===== src/rtl/slt_map.vh =====
// constants for the serial link transmitter: apb map, fields, timing
// assumes: included by the transmitter and its fifo, defines only
`ifndef SLT_MAP_VH
`define SLT_MAP_VH
// apb register byte offsets
`define SLT_CTRL_OFF     12'h000
`define SLT_STATUS_OFF   12'h004
`define SLT_LFSR_OFF     12'h008
`define SLT_SYMBOL_OFF   12'h00C
// control register fields and reset value
`define SLT_CTRL_BYPASS  0
`define SLT_CTRL_SELFT   1
`define SLT_CTRL_RESET   2'h0
// status register fields
`define SLT_ST_RD        0
`define SLT_ST_NEMPTY    1
`define SLT_ST_FULL      2
`define SLT_ST_PEND      3
// bit clock and byte timing: one bit per pclk, ten bits per byte
`define SLT_BITS_PER_BYTE 4'hA
`define SLT_LAST_BIT      4'h9
// read strobe low window inside the byte, in bit counts
`define SLT_RS_LOW_FIRST  4'h0
`define SLT_RS_LOW_LAST   4'h4
// self-test generator seed, nonzero
`define SLT_LFSR_SEED     9'h1FF
// comma fill byte, k28.5, sent through the encoder as a special
`define SLT_COMMA_BYTE    8'hBC
// violation symbol, negative disparity form, bit a first
`define SLT_VIOL_SYM      10'h3C8
// symbol register reset value
`define SLT_SYM_RESET     10'h000
`endif


===== src/rtl/slt_fifo.v =====
// small synchronous fifo with valid and ready on both sides
// assumes: one clock, asynchronous active low reset, depth a power of two
`timescale 1ns/1ns
`include "slt_map.vh"
module slt_fifo #(
   parameter WIDTH = 10,
   parameter DEPTH = 4,
   parameter AW    = 2
) (
   input  wire             pclk,
   input  wire             presetn,
   input  wire [WIDTH-1:0] in_data,
   input  wire             in_valid,
   output wire             in_ready,
   output wire [WIDTH-1:0] out_data,
   output wire             out_valid,
   input  wire             out_ready
);
   reg [WIDTH-1:0] mem [0:DEPTH-1]; // storage words
   reg [AW-1:0]    wr_q;            // write pointer
   reg [AW-1:0]    rd_q;            // read pointer
   reg [AW:0]      cnt_q;           // words held
   wire            push;            // word accepted
   wire            pop;             // word released

   assign in_ready  = (cnt_q != DEPTH[AW:0]);
   assign out_valid = (cnt_q != {(AW+1){1'b0}});
   assign out_data  = mem[rd_q];
   assign push      = in_valid & in_ready;
   assign pop       = out_valid & out_ready;

   // storage write, no reset needed on data
   always @(posedge pclk) begin
      if (push) begin
         mem[wr_q] <= in_data;
      end
   end

   // pointers and fill count
   always @(posedge pclk or negedge presetn) begin
      if (!presetn) begin
         wr_q  <= {AW{1'b0}};
         rd_q  <= {AW{1'b0}};
         cnt_q <= {(AW+1){1'b0}};
      end else begin
         if (push) begin
            wr_q <= wr_q + 1'b1;
         end
         if (pop) begin
            rd_q <= rd_q + 1'b1;
         end
         if (push & ~pop) begin
            cnt_q <= cnt_q + 1'b1;
         end else if (pop & ~push) begin
            cnt_q <= cnt_q - 1'b1;
         end
      end
   end
endmodule


===== src/rtl/slt_tx.v =====
// serial link transmitter: byte load, 8b/10b encoder, serialiser
// assumes: pclk is the bit clock, pins synchronous to it, apb slave
//
// Summary of operation
// - load-now low at byte edge captures inputs
// - load-next low captures inputs at next edge
// - no load at byte edge sends comma
// - self-test turns input register into 511-state lfsr
// - special select picks special table, else data
// - violation request sends the fixed violation symbol, raw bit j in bypass mode
// - bypass mode sends raw ten bits, a first
// - shifter takes one symbol per ten bits
// - shifter load timed only by byte counter
// - all three outputs carry the same stream while outputs-off is low
// - outputs-off forces a and b low, c runs
// - outputs-off unsynchronised, acts within bit times
// - byte-rate read strobe from internal counter
//
// Chosen here: the APB register port and the placing of the registers.
`timescale 1ns/1ns
`include "slt_map.vh"
module slt_tx #(
   parameter FIFO_DEPTH = 4,
   parameter FIFO_AW    = 2
) (
   input  wire        pclk,
   input  wire        presetn,
   input  wire        psel,
   input  wire        penable,
   input  wire        pwrite,
   input  wire [11:0] paddr,
   input  wire [31:0] pwdata,
   output reg  [31:0] prdata,
   output reg         pready,
   output reg         pslverr,
   input  wire [7:0]  parallel_data_in,
   input  wire        special_char_select,
   input  wire        send_violation,
   input  wire        load_now_n,
   input  wire        load_next_n,
   output reg         load_ready,
   input  wire        optical_outputs_off,
   output reg         fifo_read_strobe_n,
   output reg         serial_out_a,
   output reg         serial_out_b,
   output reg         serial_out_c
);
   // byte timing
   reg  [3:0]  bitcnt_q;        // bit position inside the byte
   wire        byte_tick;       // last bit of the byte: byte edge
   // control
   reg  [1:0]  ctrl_q;          // bypass and self-test bits
   wire        bypass;          // encoder bypassed
   wire        selftest;        // lfsr drives the symbol stream
   // load path
   reg         pend_q;          // load-next seen, capture next edge
   wire        push_now;        // capture at this byte edge
   wire [9:0]  in_word;         // {violation, special, data}
   wire        f_in_ready;      // fifo has room
   wire [9:0]  f_out;           // head word
   wire        f_valid;         // head present
   // encoder state
   reg         rd_q;            // running disparity, 1 = positive
   reg  [8:0]  lfsr_q;          // self-test generator
   reg  [9:0]  sym_q;           // last symbol sent, a in bit 9
   reg  [9:0]  shift_q;         // serialiser, msb goes out first
   reg         off_q;           // registered outputs-off level
   // symbol selection
   reg  [7:0]  sel_d;           // byte to encode
   reg         sel_k;           // special flag
   reg         sel_v;           // violation flag
   reg         sel_raw;         // raw ten-bit word
   reg  [9:0]  raw_d;           // raw word, a in bit 9
   reg  [10:0] enc;             // {new disparity, symbol}
   reg  [9:0]  sym_d;           // symbol loaded into the shifter
   reg         rd_d;            // disparity after this symbol
   wire [9:0]  raw_symbol_bits; // fifo head, reordered a first
   // apb
   wire        acc;             // access phase
   reg  [31:0] rdata_d;         // read mux
   reg         hit_d;           // address mapped

   assign byte_tick = (bitcnt_q == `SLT_LAST_BIT);
   assign bypass    = ctrl_q[`SLT_CTRL_BYPASS];
   assign selftest  = ctrl_q[`SLT_CTRL_SELFT];
   assign in_word   = {send_violation, special_char_select,
                       parallel_data_in};
   // immediate load, or the edge after a load-next request
   assign push_now  = byte_tick & (~load_now_n | pend_q);

   // raw word: data bit 0 is bit a, violation input is bit j
   genvar gi;
   generate
      for (gi = 0; gi < 10; gi = gi + 1) begin : g_rev
         assign raw_symbol_bits[9-gi] = f_out[gi];
      end
   endgenerate

   // input buffer between the byte source and the encoder
   slt_fifo #(
      .WIDTH (10),
      .DEPTH (FIFO_DEPTH),
      .AW    (FIFO_AW)
   ) u_fifo (
      .pclk      (pclk),
      .presetn   (presetn),
      .in_data   (in_word),
      .in_valid  (push_now & ~selftest),
      .in_ready  (f_in_ready),
      .out_data  (f_out),
      .out_valid (f_valid),
      .out_ready (byte_tick & ~selftest)
   );

   // 8b/10b encode of one byte; returns {new disparity, abcdeifghj}
   function [10:0] enc_sym;
      input [7:0] d;
      input       k;
      input       rd;
      reg [5:0] s6;
      reg [3:0] s4;
      reg [4:0] x;
      reg [2:0] y;
      reg       rdm;
      reg       rdo;
      reg       alt;
      reg [2:0] n6;
      reg [2:0] n4;
      integer   i;
      begin
         x = d[4:0];
         y = d[7:5];
         // 5b/6b, negative disparity column
         case (x)
            5'd0:  s6 = 6'b100111;
            5'd1:  s6 = 6'b011101;
            5'd2:  s6 = 6'b101101;
            5'd3:  s6 = 6'b110001;
            5'd4:  s6 = 6'b110101;
            5'd5:  s6 = 6'b101001;
            5'd6:  s6 = 6'b011001;
            5'd7:  s6 = 6'b111000;
            5'd8:  s6 = 6'b111001;
            5'd9:  s6 = 6'b100101;
            5'd10: s6 = 6'b010101;
            5'd11: s6 = 6'b110100;
            5'd12: s6 = 6'b001101;
            5'd13: s6 = 6'b101100;
            5'd14: s6 = 6'b011100;
            5'd15: s6 = 6'b010111;
            5'd16: s6 = 6'b011011;
            5'd17: s6 = 6'b100011;
            5'd18: s6 = 6'b010011;
            5'd19: s6 = 6'b110010;
            5'd20: s6 = 6'b001011;
            5'd21: s6 = 6'b101010;
            5'd22: s6 = 6'b011010;
            5'd23: s6 = 6'b111010;
            5'd24: s6 = 6'b110011;
            5'd25: s6 = 6'b100110;
            5'd26: s6 = 6'b010110;
            5'd27: s6 = 6'b110110;
            5'd28: s6 = 6'b001110;
            5'd29: s6 = 6'b101110;
            5'd30: s6 = 6'b011110;
            default: s6 = 6'b101011;
         endcase
         if (k && x == 5'd28) begin
            s6 = 6'b001111;
         end
         n6 = 3'd0;
         for (i = 0; i < 6; i = i + 1) begin
            n6 = n6 + {2'b00, s6[i]};
         end
         // pick the form that pulls disparity back
         if (s6 == 6'b111000) begin
            if (rd) begin
               s6 = 6'b000111;
            end
            rdm = rd;
         end else if (n6 == 3'd3) begin
            rdm = rd;
         end else begin
            if (rd) begin
               s6 = ~s6;
            end
            rdm = ~rd;
         end
         // 3b/4b, negative disparity column
         case (y)
            3'd0:    s4 = 4'b1011;
            3'd1:    s4 = 4'b1001;
            3'd2:    s4 = 4'b0101;
            3'd3:    s4 = 4'b1100;
            3'd4:    s4 = 4'b1101;
            3'd5:    s4 = 4'b1010;
            3'd6:    s4 = 4'b0110;
            default: s4 = 4'b1110;
         endcase
         // alternate x.7 avoids a run of five in a row
         alt = (y == 3'd7) && (k ||
               (!rdm && (x == 5'd17 || x == 5'd18 || x == 5'd20)) ||
               ( rdm && (x == 5'd11 || x == 5'd13 || x == 5'd14)));
         if (alt) begin
            s4 = 4'b0111;
         end
         // k28 balanced tails flip when the 6b part left rd negative
         if (k && x == 5'd28 && !rdm &&
             (y == 3'd1 || y == 3'd2 || y == 3'd5 || y == 3'd6)) begin
            s4 = ~s4;
         end
         n4 = 3'd0;
         for (i = 0; i < 4; i = i + 1) begin
            n4 = n4 + {2'b00, s4[i]};
         end
         if (y == 3'd3 && !alt) begin
            if (rdm) begin
               s4 = 4'b0011;
            end
            rdo = rdm;
         end else if (n4 == 3'd2) begin
            rdo = rdm;
         end else begin
            if (rdm) begin
               s4 = ~s4;
            end
            rdo = ~rdm;
         end
         enc_sym = {rdo, s6, s4};
      end
   endfunction

   // byte counter of the bit clock: the only shifter load timing
   always @(posedge pclk or negedge presetn) begin
      if (!presetn) begin
         bitcnt_q <= 4'h0;
      end else if (byte_tick) begin
         bitcnt_q <= 4'h0;
      end else begin
         bitcnt_q <= bitcnt_q + 4'h1;
      end
   end

   // load-next request waits for the following byte edge
   always @(posedge pclk or negedge presetn) begin
      if (!presetn) begin
         pend_q <= 1'b0;
      end else if (byte_tick) begin
         pend_q <= ~load_next_n;
      end
   end

   // choose what the next byte time carries
   always @* begin
      sel_d   = `SLT_COMMA_BYTE;
      sel_k   = 1'b1;
      sel_v   = 1'b0;
      sel_raw = 1'b0;
      raw_d   = raw_symbol_bits;
      if (selftest) begin
         // generator covers data, specials and violations
         sel_d = lfsr_q[7:0];
         sel_k = lfsr_q[8];
         sel_v = lfsr_q[8] & (lfsr_q[4:0] == 5'h00);
      end else if (f_valid) begin
         sel_d   = f_out[7:0];
         sel_k   = f_out[8];
         sel_v   = f_out[9];
         sel_raw = bypass;
      end
      // an empty buffer keeps the encoded comma above, bypass or not,
      // so the fill flips disparity like any other coded byte
      // table select by the special flag
      enc = enc_sym(sel_d, sel_k, rd_q);
      if (sel_raw) begin
         sym_d = raw_d;
         rd_d  = rd_q;
      end else if (sel_v) begin
         // fixed violation, disparity left unchanged
         sym_d = rd_q ? ~`SLT_VIOL_SYM : `SLT_VIOL_SYM;
         rd_d  = rd_q;
      end else begin
         sym_d = enc[9:0];
         rd_d  = enc[10];
      end
   end

   // symbol load once per byte and running disparity update
   always @(posedge pclk or negedge presetn) begin
      if (!presetn) begin
         rd_q    <= 1'b0;
         sym_q   <= `SLT_SYM_RESET;
         shift_q <= `SLT_SYM_RESET;
      end else if (byte_tick) begin
         rd_q    <= rd_d;
         sym_q   <= sym_d;
         shift_q <= sym_d;
      end else begin
         shift_q <= {shift_q[8:0], 1'b0};
      end
   end

   // self-test lfsr, x^9 + x^5 + 1, 511 states, steps per byte
   always @(posedge pclk or negedge presetn) begin
      if (!presetn) begin
         lfsr_q <= `SLT_LFSR_SEED;
      end else if (!selftest) begin
         lfsr_q <= `SLT_LFSR_SEED;
      end else if (byte_tick) begin
         lfsr_q <= {lfsr_q[7:0], lfsr_q[8] ^ lfsr_q[4]};
      end
   end

   // serial outputs from the shifter, a and b gated by outputs-off
   always @(posedge pclk or negedge presetn) begin
      if (!presetn) begin
         off_q        <= 1'b0;
         serial_out_a <= 1'b0;
         serial_out_b <= 1'b0;
         serial_out_c <= 1'b0;
      end else begin
         // sampled every bit, so it may cut a symbol mid-way
         off_q        <= optical_outputs_off;
         serial_out_a <= shift_q[9] & ~off_q;
         serial_out_b <= shift_q[9] & ~off_q;
         serial_out_c <= shift_q[9];
      end
   end

   // read strobe low over a fixed part of each byte time
   always @(posedge pclk or negedge presetn) begin
      if (!presetn) begin
         fifo_read_strobe_n <= 1'b1;
         load_ready         <= 1'b0;
      end else begin
         fifo_read_strobe_n <= ~((bitcnt_q >= `SLT_RS_LOW_FIRST) &&
                                 (bitcnt_q <  `SLT_RS_LOW_LAST));
         load_ready         <= f_in_ready & ~selftest;
      end
   end

   // apb decode and read mux
   assign acc = psel & penable;
   always @* begin
      rdata_d = 32'h0000_0000;
      hit_d   = 1'b1;
      case (paddr)
         `SLT_CTRL_OFF: begin
            rdata_d[1:0] = ctrl_q;
         end
         `SLT_STATUS_OFF: begin
            rdata_d[`SLT_ST_RD]     = rd_q;
            rdata_d[`SLT_ST_NEMPTY] = f_valid;
            rdata_d[`SLT_ST_FULL]   = ~f_in_ready;
            rdata_d[`SLT_ST_PEND]   = pend_q;
         end
         `SLT_LFSR_OFF: begin
            rdata_d[8:0] = lfsr_q;
         end
         `SLT_SYMBOL_OFF: begin
            rdata_d[9:0] = sym_q;
         end
         default: begin
            hit_d = 1'b0;
         end
      endcase
   end

   // apb slave: one wait-free answer in the first access cycle
   always @(posedge pclk or negedge presetn) begin
      if (!presetn) begin
         ctrl_q  <= `SLT_CTRL_RESET;
         prdata  <= 32'h0000_0000;
         pready  <= 1'b0;
         pslverr <= 1'b0;
      end else begin
         pready  <= psel & ~penable;
         pslverr <= psel & ~penable & ~hit_d;
         if (psel & ~penable & ~pwrite) begin
            prdata <= rdata_d;
         end
         // write takes effect on the completing edge
         if (acc & pready & pwrite & (paddr == `SLT_CTRL_OFF)) begin
            ctrl_q <= pwdata[1:0];
         end
      end
   end
endmodule


===== config.mk =====
export PLATFORM = sky130hd
export DESIGN_NAME = slt_tx
export DESIGN_NICKNAME = d
export VERILOG_FILES = /design/src/rtl/slt_fifo.v /design/src/rtl/slt_tx.v
export VERILOG_INCLUDE_DIRS = /design/src /design/src/rtl
export SDC_FILE = /design/constraint.sdc
export NUM_CORES = 1
export LEC_CHECK = 0
export ABC_AREA = 1
export BUFFER_PORTS_ARGS = -buffer_cell sky130_fd_sc_hd__buf_2
export CAP_MARGIN = 5
export CORE_ASPECT_RATIO = 0.6
export CORE_MARGIN = 8
export CORE_UTILIZATION = 50
export DETAILED_ROUTE_END_ITERATION = 10
export PLACE_DENSITY = 0.79
export REMOVE_ABC_BUFFERS = 1
export SLEW_MARGIN = 20
export SYNTH_ARGS = -nofsm -noshare
export SYNTH_HDL_FRONTEND = slang
export SYNTH_HIERARCHICAL = 1
export SYNTH_SLANG_ARGS = --single-unit

===== constraint.sdc =====
create_clock -name pclk -period 12.65 [get_ports pclk]
set_clock_uncertainty 0.15 [all_clocks]
set_input_delay 2.53 -clock pclk [delete_from_list [all_inputs] [get_ports pclk]]
set_output_delay 2.53 -clock pclk [all_outputs]
set_load 0.01 [all_outputs]

* Yosys cells after proc, flatten, opt, wreduce, memory -nomap -nowiden
Memories as Yosys holds them, arrays and structs flattened.
Index checks and enable logic that the tools add are counted.
** Storage, ports and cells
- Memories :: 2
- Memory bits (writable) :: 40
- Logic and storage cells :: 161
- Register bits :: 61
- Input bits :: 62
- Bits in read-only memories :: 192
** Operators by class
- Add/subtract/negate cells :: 13
- Bitwise operators :: 37
- $lt $le $gt $ge :: 2
- Mux-type cells :: 40
- Reductions and logical operators :: 26
- Equality and inequality tests :: 23
** Memory list
- (no name shown) :: words 32, bits a word 6, read ports 1, clocked after memory_dff 0, write ports 0, line slt_tx.v:134 : case (x)
- u_fifo.mem :: words 4, bits a word 10, read ports 1, clocked after memory_dff 0, write ports 1, line slt_fifo.v:19 : reg [WIDTH-1:0] mem [0:DEPTH-1];
** Operators with widths (count)
- two-way mux 10 bit :: 4
- two-way mux 6 bit :: 5
- two-way mux 4 bit :: 7
- one-hot mux 4 bit (7 select lines) :: 1
- equality test 12 x 4 -> 1 bit, second input constant :: 2
- equality test 5 bit, second input constant :: 4
- two-way mux 9 bit :: 2
- bitwise AND 1 bit :: 17
- two-way mux 8 bit :: 2
- equality test 5 x 4 -> 1 bit, second input constant :: 3
- inverter 1 bit :: 15
- two-way mux 1 bit :: 14
- adder 3 x 1 -> 3 bit :: 4
- equality test 12 x 3 -> 1 bit, second input constant :: 1
- equality test 3 x 2 -> 1 bit, second input constant :: 4
- equality test 3 bit, second input constant :: 4
- zero test 12 bit :: 1
- one-hot mux 5 bit (2 select lines) :: 1
- logical OR 1 bit :: 9
- logical AND 1 bit :: 8
- inverter 4 bit :: 2
- one-hot mux 2 bit (4 select lines) :: 1
- adder 2 x 1 -> 3 bit :: 2
- equality test 6 bit, second input constant :: 1
- other kinds (23) :: 27

* Depth between registers and ports, before layout
- Word-level depth :: 31
- Mapped depth :: 50
- Gate-level depth less buffers :: 49

* Hierarchy
Netlist, hierarchy kept.
** By module, submodules not included
- slt_tx :: area an instance 4021.4 um^2, cells an instance 528, sequential area each 1363.8 um^2, instances 1
- slt_fifo :: area an instance 2085.8 um^2, cells an instance 176, sequential area each 1376.3 um^2, instances 1

* Worst setup path before layout
Ideal clock, no wire load.
- Kind :: register to register
- From :: register u_fifo.cnt_q[0]
- To :: register shift_q[2]
- Slack :: 5.560 ns
- Buffers on the path :: 0
- Required time :: 12.382 ns
- Arrival :: 6.822 ns
- Period minus slack after synthesis :: 7.090 ns
- Cell stages (with the launch flop) :: 39
- Cells stage by stage :: dfrtp_1 > inv_1 > nand3_1 > inv_2 > nor2_2 > a21boi_1 > ha_1 > nand3_1 > nor2_1 > nand2_2 > inv_2 > o31ai_1 > fa_1 > inv_1 > fa_1 > inv_1 > ha_1 > inv_1 > (+3 left out) > nand2_4 > a21oi_4 > xor2_1 > inv_1 > fa_1 > ha_1 > ha_1 > inv_1 > nor3_1 > inv_1 > nand2_1 > nor2_1 > a311oi_1 > o21ai_0 > nand2_1 > nand2_1 > nand2_1 > nand2_1
** On the way
- Word-level cells in the longest chain between the ends :: 31
- Elaborated cells between the ends (all ways) :: 69
- Classes of those cells :: add/sub (8); eq/ne (17); mux (21); bitwise (2); reduce/logical (20); memory (1)
** Ends and longest elaborated chain
- start, declared :: line slt_fifo.v:22 : reg [AW:0] cnt_q;
- start signal, assigned :: line slt_fifo.v:44 : cnt_q <= {(AW+1){1'b0}};
- start signal, assigned :: line slt_fifo.v:53 : cnt_q <= cnt_q + 1'b1;
- start signal, assigned :: line slt_fifo.v:55 : cnt_q <= cnt_q - 1'b1;
- nonzero test 3 bit (*) :: line slt_fifo.v:27 : assign out_valid = (cnt_q != {(AW+1){1'b0}});
- net f_valid :: line slt_tx.v:61 : wire f_valid;
- parallel branches: the longest is 28 deep, another holds memory read (32 x 6 bit)
- two-way mux 10 bit (*) :: line slt_tx.v:275 : if (sel_raw) begin
- two-way mux 10 bit (*) :: line slt_tx.v:294 : end else if (byte_tick) begin
- end signal, assigned :: line slt_tx.v:293 : shift_q <= `SLT_SYM_RESET;
- end signal, assigned :: line slt_tx.v:297 : shift_q <= sym_d;
- end signal, assigned :: line slt_tx.v:299 : shift_q <= {shift_q[8:0], 1'b0};
- end, declared :: line slt_tx.v:66 : reg [9:0] shift_q;
Mark *: on every way through the listed nets, which the timed path passes.
A chain may end at the register's enable or synchronous reset.

* Final worst setup path
- From :: register u_fifo.rd_q[0]
- To :: register shift_q[2]
** On the way
- Word-level cells in the longest chain between the ends :: 31
- Elaborated cells between the ends (all ways) :: 67
- Classes of those cells :: add/sub (8); eq/ne (17); mux (19); bitwise (2); reduce/logical (19); memory (2)
** Ends and longest elaborated chain
- start, declared :: line slt_fifo.v:21 : reg [AW-1:0] rd_q;
- start signal, assigned :: line slt_fifo.v:43 : rd_q <= {AW{1'b0}};
- start signal, assigned :: line slt_fifo.v:50 : rd_q <= rd_q + 1'b1;
- memory read (4 x 10 bit) (*)
- net f_out[0] :: line slt_tx.v:60 : wire [9:0] f_out;
- two-way mux 8 bit (*) :: line slt_tx.v:265 : end else if (f_valid) begin
- two-way mux 8 bit (*) :: line slt_tx.v:260 : if (selftest) begin
- parallel branches: the longest is 24 deep, another holds memory read (32 x 6 bit)
- two-way mux 4 bit (*) :: line slt_tx.v:216 : if (y == 3'd3 && !alt) begin
- two-way mux 10 bit (*) :: line slt_tx.v:278 : end else if (sel_v) begin
- two-way mux 10 bit (*) :: line slt_tx.v:275
- two-way mux 10 bit (*) :: line slt_tx.v:294
Marked as above.

==> impl_metrics.env <==
export IMPL_placed_area_um2=6360
export IMPL_ir_worst_vdd_mv=0.0700
export IMPL_max_clock_freq_mhz=116
export IMPL_top_layer="met4"
export IMPL_cpPeakStageDelay_ns=0.54
export IMPL_wirelength_mm=13.2
export IMPL_drc=0
export IMPL_cp_start_kind="flop"
export IMPL_core_um2=12000
export IMPL_rsz0062_at_grt="no"
export IMPL_die_y_um=102
export IMPL_internal_power_mw=0.522
export IMPL_path_class="reg -> reg"
export IMPL_num_vias=4746
export IMPL_drive_gt1_frac=0.165
export IMPL_synth_area_um2=6110
export IMPL_finalPower_mw=0.671
export IMPL_cts_resized=0
export IMPL_finalNonFillerCells=918
export IMPL_crit_top_cell="nand2_1"
export IMPL_antenna_found_initial=0
export IMPL_firstDrtPassIters=5
export IMPL_clk_latency_ns=0.34
export IMPL_path_max_fanout=41
export IMPL_htreeDepth=3
export IMPL_seq_power_share=0.519
export IMPL_comb_power_share=0.066
export IMPL_wl_per_cell_um=14.4
export IMPL_netSwitchingFraction=0.223
export IMPL_wl_met3_mm=1.23
export IMPL_final_area_um2=6670
export IMPL_nets=840
export IMPL_yosysUniqueCellTypes=53
export IMPL_grt_max_degree=62
export IMPL_portBuffers=48
export IMPL_clockBufferDepth=2
export IMPL_routed_via_density=5.17
export IMPL_place_congestion=0.933
export IMPL_layout_min_cycle_time_ns=8.61
export IMPL_yosysSeqAreaShare=0.449
export IMPL_final_core_util=0.556
export IMPL_grt_pass1_wl_mm=22.1
export IMPL_clock_sinks=101
export IMPL_p_switching_mw=0.150
export IMPL_crit_buf_inv=8
export IMPL_cts_root_buf="clkbuf_16"
export IMPL_worst_slack_ns=4.04
export IMPL_pre_cts_slack_ns=4.08
export IMPL_diodes=0
export IMPL_fin_hold_ws_ns=0.242
export IMPL_start_util=0.510
export IMPL_arrival_ns=8.68
export IMPL_async_flop_share=0.604
export IMPL_tightest_slew_ns=0.989
export IMPL_synth_edf_count=40
export IMPL_holdCritPathClass="reg -> reg"
export IMPL_hold_violations=0
export IMPL_ys_seq_elements=101
export IMPL_cp_end_kind="flop"
export IMPL_required_ns=12.72
export IMPL_wl_met2_mm=5.57
export IMPL_place_hpwl_mm=10.1
export IMPL_most_common_layout_cells="nand2_1 (187), inv_1 (106), dfrtp_1 (51), buf_2 (48), edfxtp_1 (40)"
export IMPL_ys_warn_count=6
export IMPL_tns_ns=0
export IMPL_die_area_um2=16100
export IMPL_placementRows=31
export IMPL_cts_hold_buffers=0
export IMPL_p_leak_nw=3.31
export IMPL_cts_setup_buffers=0
export IMPL_postSynthCellCount=704
export IMPL_slowest_stage="o31ai_1"
export IMPL_finalSetupViolations=0
export IMPL_syn_to_final_growth_pct=9.14
export IMPL_grt_pass1_vias=4334
export IMPL_place_inst=902
export IMPL_rrSetupSlack_ns=4.04
export IMPL_drt_iter0_markers=365
export IMPL_cts_tree="done"
export IMPL_clkPwrFrac=0.415
export IMPL_fin_crit_sh=0.681
export IMPL_max_cap_violations=0
export IMPL_final_common_cell="nand2_1"
export IMPL_slew_headroom=0.339
export IMPL_die_x_um=159
export IMPL_met1Wirelength_mm=6.36
export IMPL_grt_overflow=0
export IMPL_path_clk_slew_ns=0.06
export IMPL_status="finished clean"
export IMPL_ant_nets=0
export IMPL_cp_top_family="adder cells"
export IMPL_syn_avg_cell_area_um2=8.67
export IMPL_slew_violations=0
export IMPL_grt_usage=0.173
export IMPL_synth_ff_type="dfrtp_1"
export IMPL_ios=101
export IMPL_power_density_nw_per_um2=101
export IMPL_cts_made_buffers=9
==> flip-flops by register name, summed over array words and instances (netlist names), 3 cells and up <==
signal,count
u_fifo/mem,40
bitcnt_q,4
lfsr_q,9
shift_q,10
sym_q,10
prdata,10
u_fifo/cnt_q,3
==> synthesized netlist by cell type, types with 3 or more instances <==
master / instances / area (um^2)
nor3_1: 3 / 15.0
buf_6: 4 / 45.0
buf_4: 23 / 173
nand4_1: 4 / 25.0
nor2_2: 3 / 18.8
o21ai_0: 36 / 180
nor2_1: 31 / 116
edfxtp_1: 40 / 1200
o211ai_1: 24 / 180
a21oi_1: 17 / 85.1
nand2_2: 9 / 56.3
fa_1: 5 / 100
ha_1: 25 / 313
buf_2: 4 / 20.0
nand3_2: 4 / 40.0
dfrtp_1: 51 / 1280
o211ai_2: 6 / 75.1
nor2_4: 3 / 33.8
clkbuf_1: 5 / 18.8
nand3_1: 38 / 190
inv_1: 106 / 398
nand2_4: 7 / 78.8
nand2_1: 187 / 702
o21a_1: 5 / 37.5
xor2_1: 3 / 26.3
inv_2: 6 / 22.5
dfstp_2: 10 / 263
o221ai_1: 10 / 87.6
nor4_1: 4 / 25.0
==> layer usage <==
metal	GRT usage	vias up
li1	-	2348
met1	0.257	2214
met2	0.253	177
met3	0.0430	7
met4	0.0296	0
met5	0	-
==> power groups by stage <==
stage          clock (mW)  combinational (mW)  sequential (mW)
2_1_floorplan           0              0.0234            0.356
3_3_place_gp            0              0.0429            0.355
3_5_place_dp            0              0.0443            0.355
4_1_cts             0.284              0.0444            0.349
5_1_grt             0.297              0.0505            0.349
6_report            0.279              0.0441            0.348
==> worst paths after layout <==
path	startpoint	endpoint	cells past startpoint
max in group asynchronous	presetn	u_fifo/wr_q[0]	2
setup reg to reg	u_fifo/rd_q[0]	shift_q[2]	39
min in group asynchronous	presetn	prdata[9]	2
hold reg to reg	shift_q[9]	serial_out_c	0
hold / removal	shift_q[9]	serial_out_c	0
setup / recovery	u_fifo/rd_q[0]	shift_q[2]	39
==> cells by family (layout without fill, tap and decap cells) <==
family,after synthesis,in the layout,synth area share
buffers and inverters,153,181,0.118
muxes,1,1,0.00164
DFF,101,101,0.449
adders and majority gates,30,30,0.0676
other,1,22,0.000614
AOI/OAI and AO/OA,114,114,0.128
and+or+nand+nor,299,299,0.227
xor gates and xnor gates,5,5,0.00840
==> cell type report <==
class,instances,area (um^2)
clock buffer,11,244
clock inverter,5,57.6
fill,1087,5320
inverter,115,439
multi-input combinational,471,2720
sequential,101,2740
tap,165,206
timing repair buffer,50,255
No activity file was read; power rests on OpenSTA's default activity.
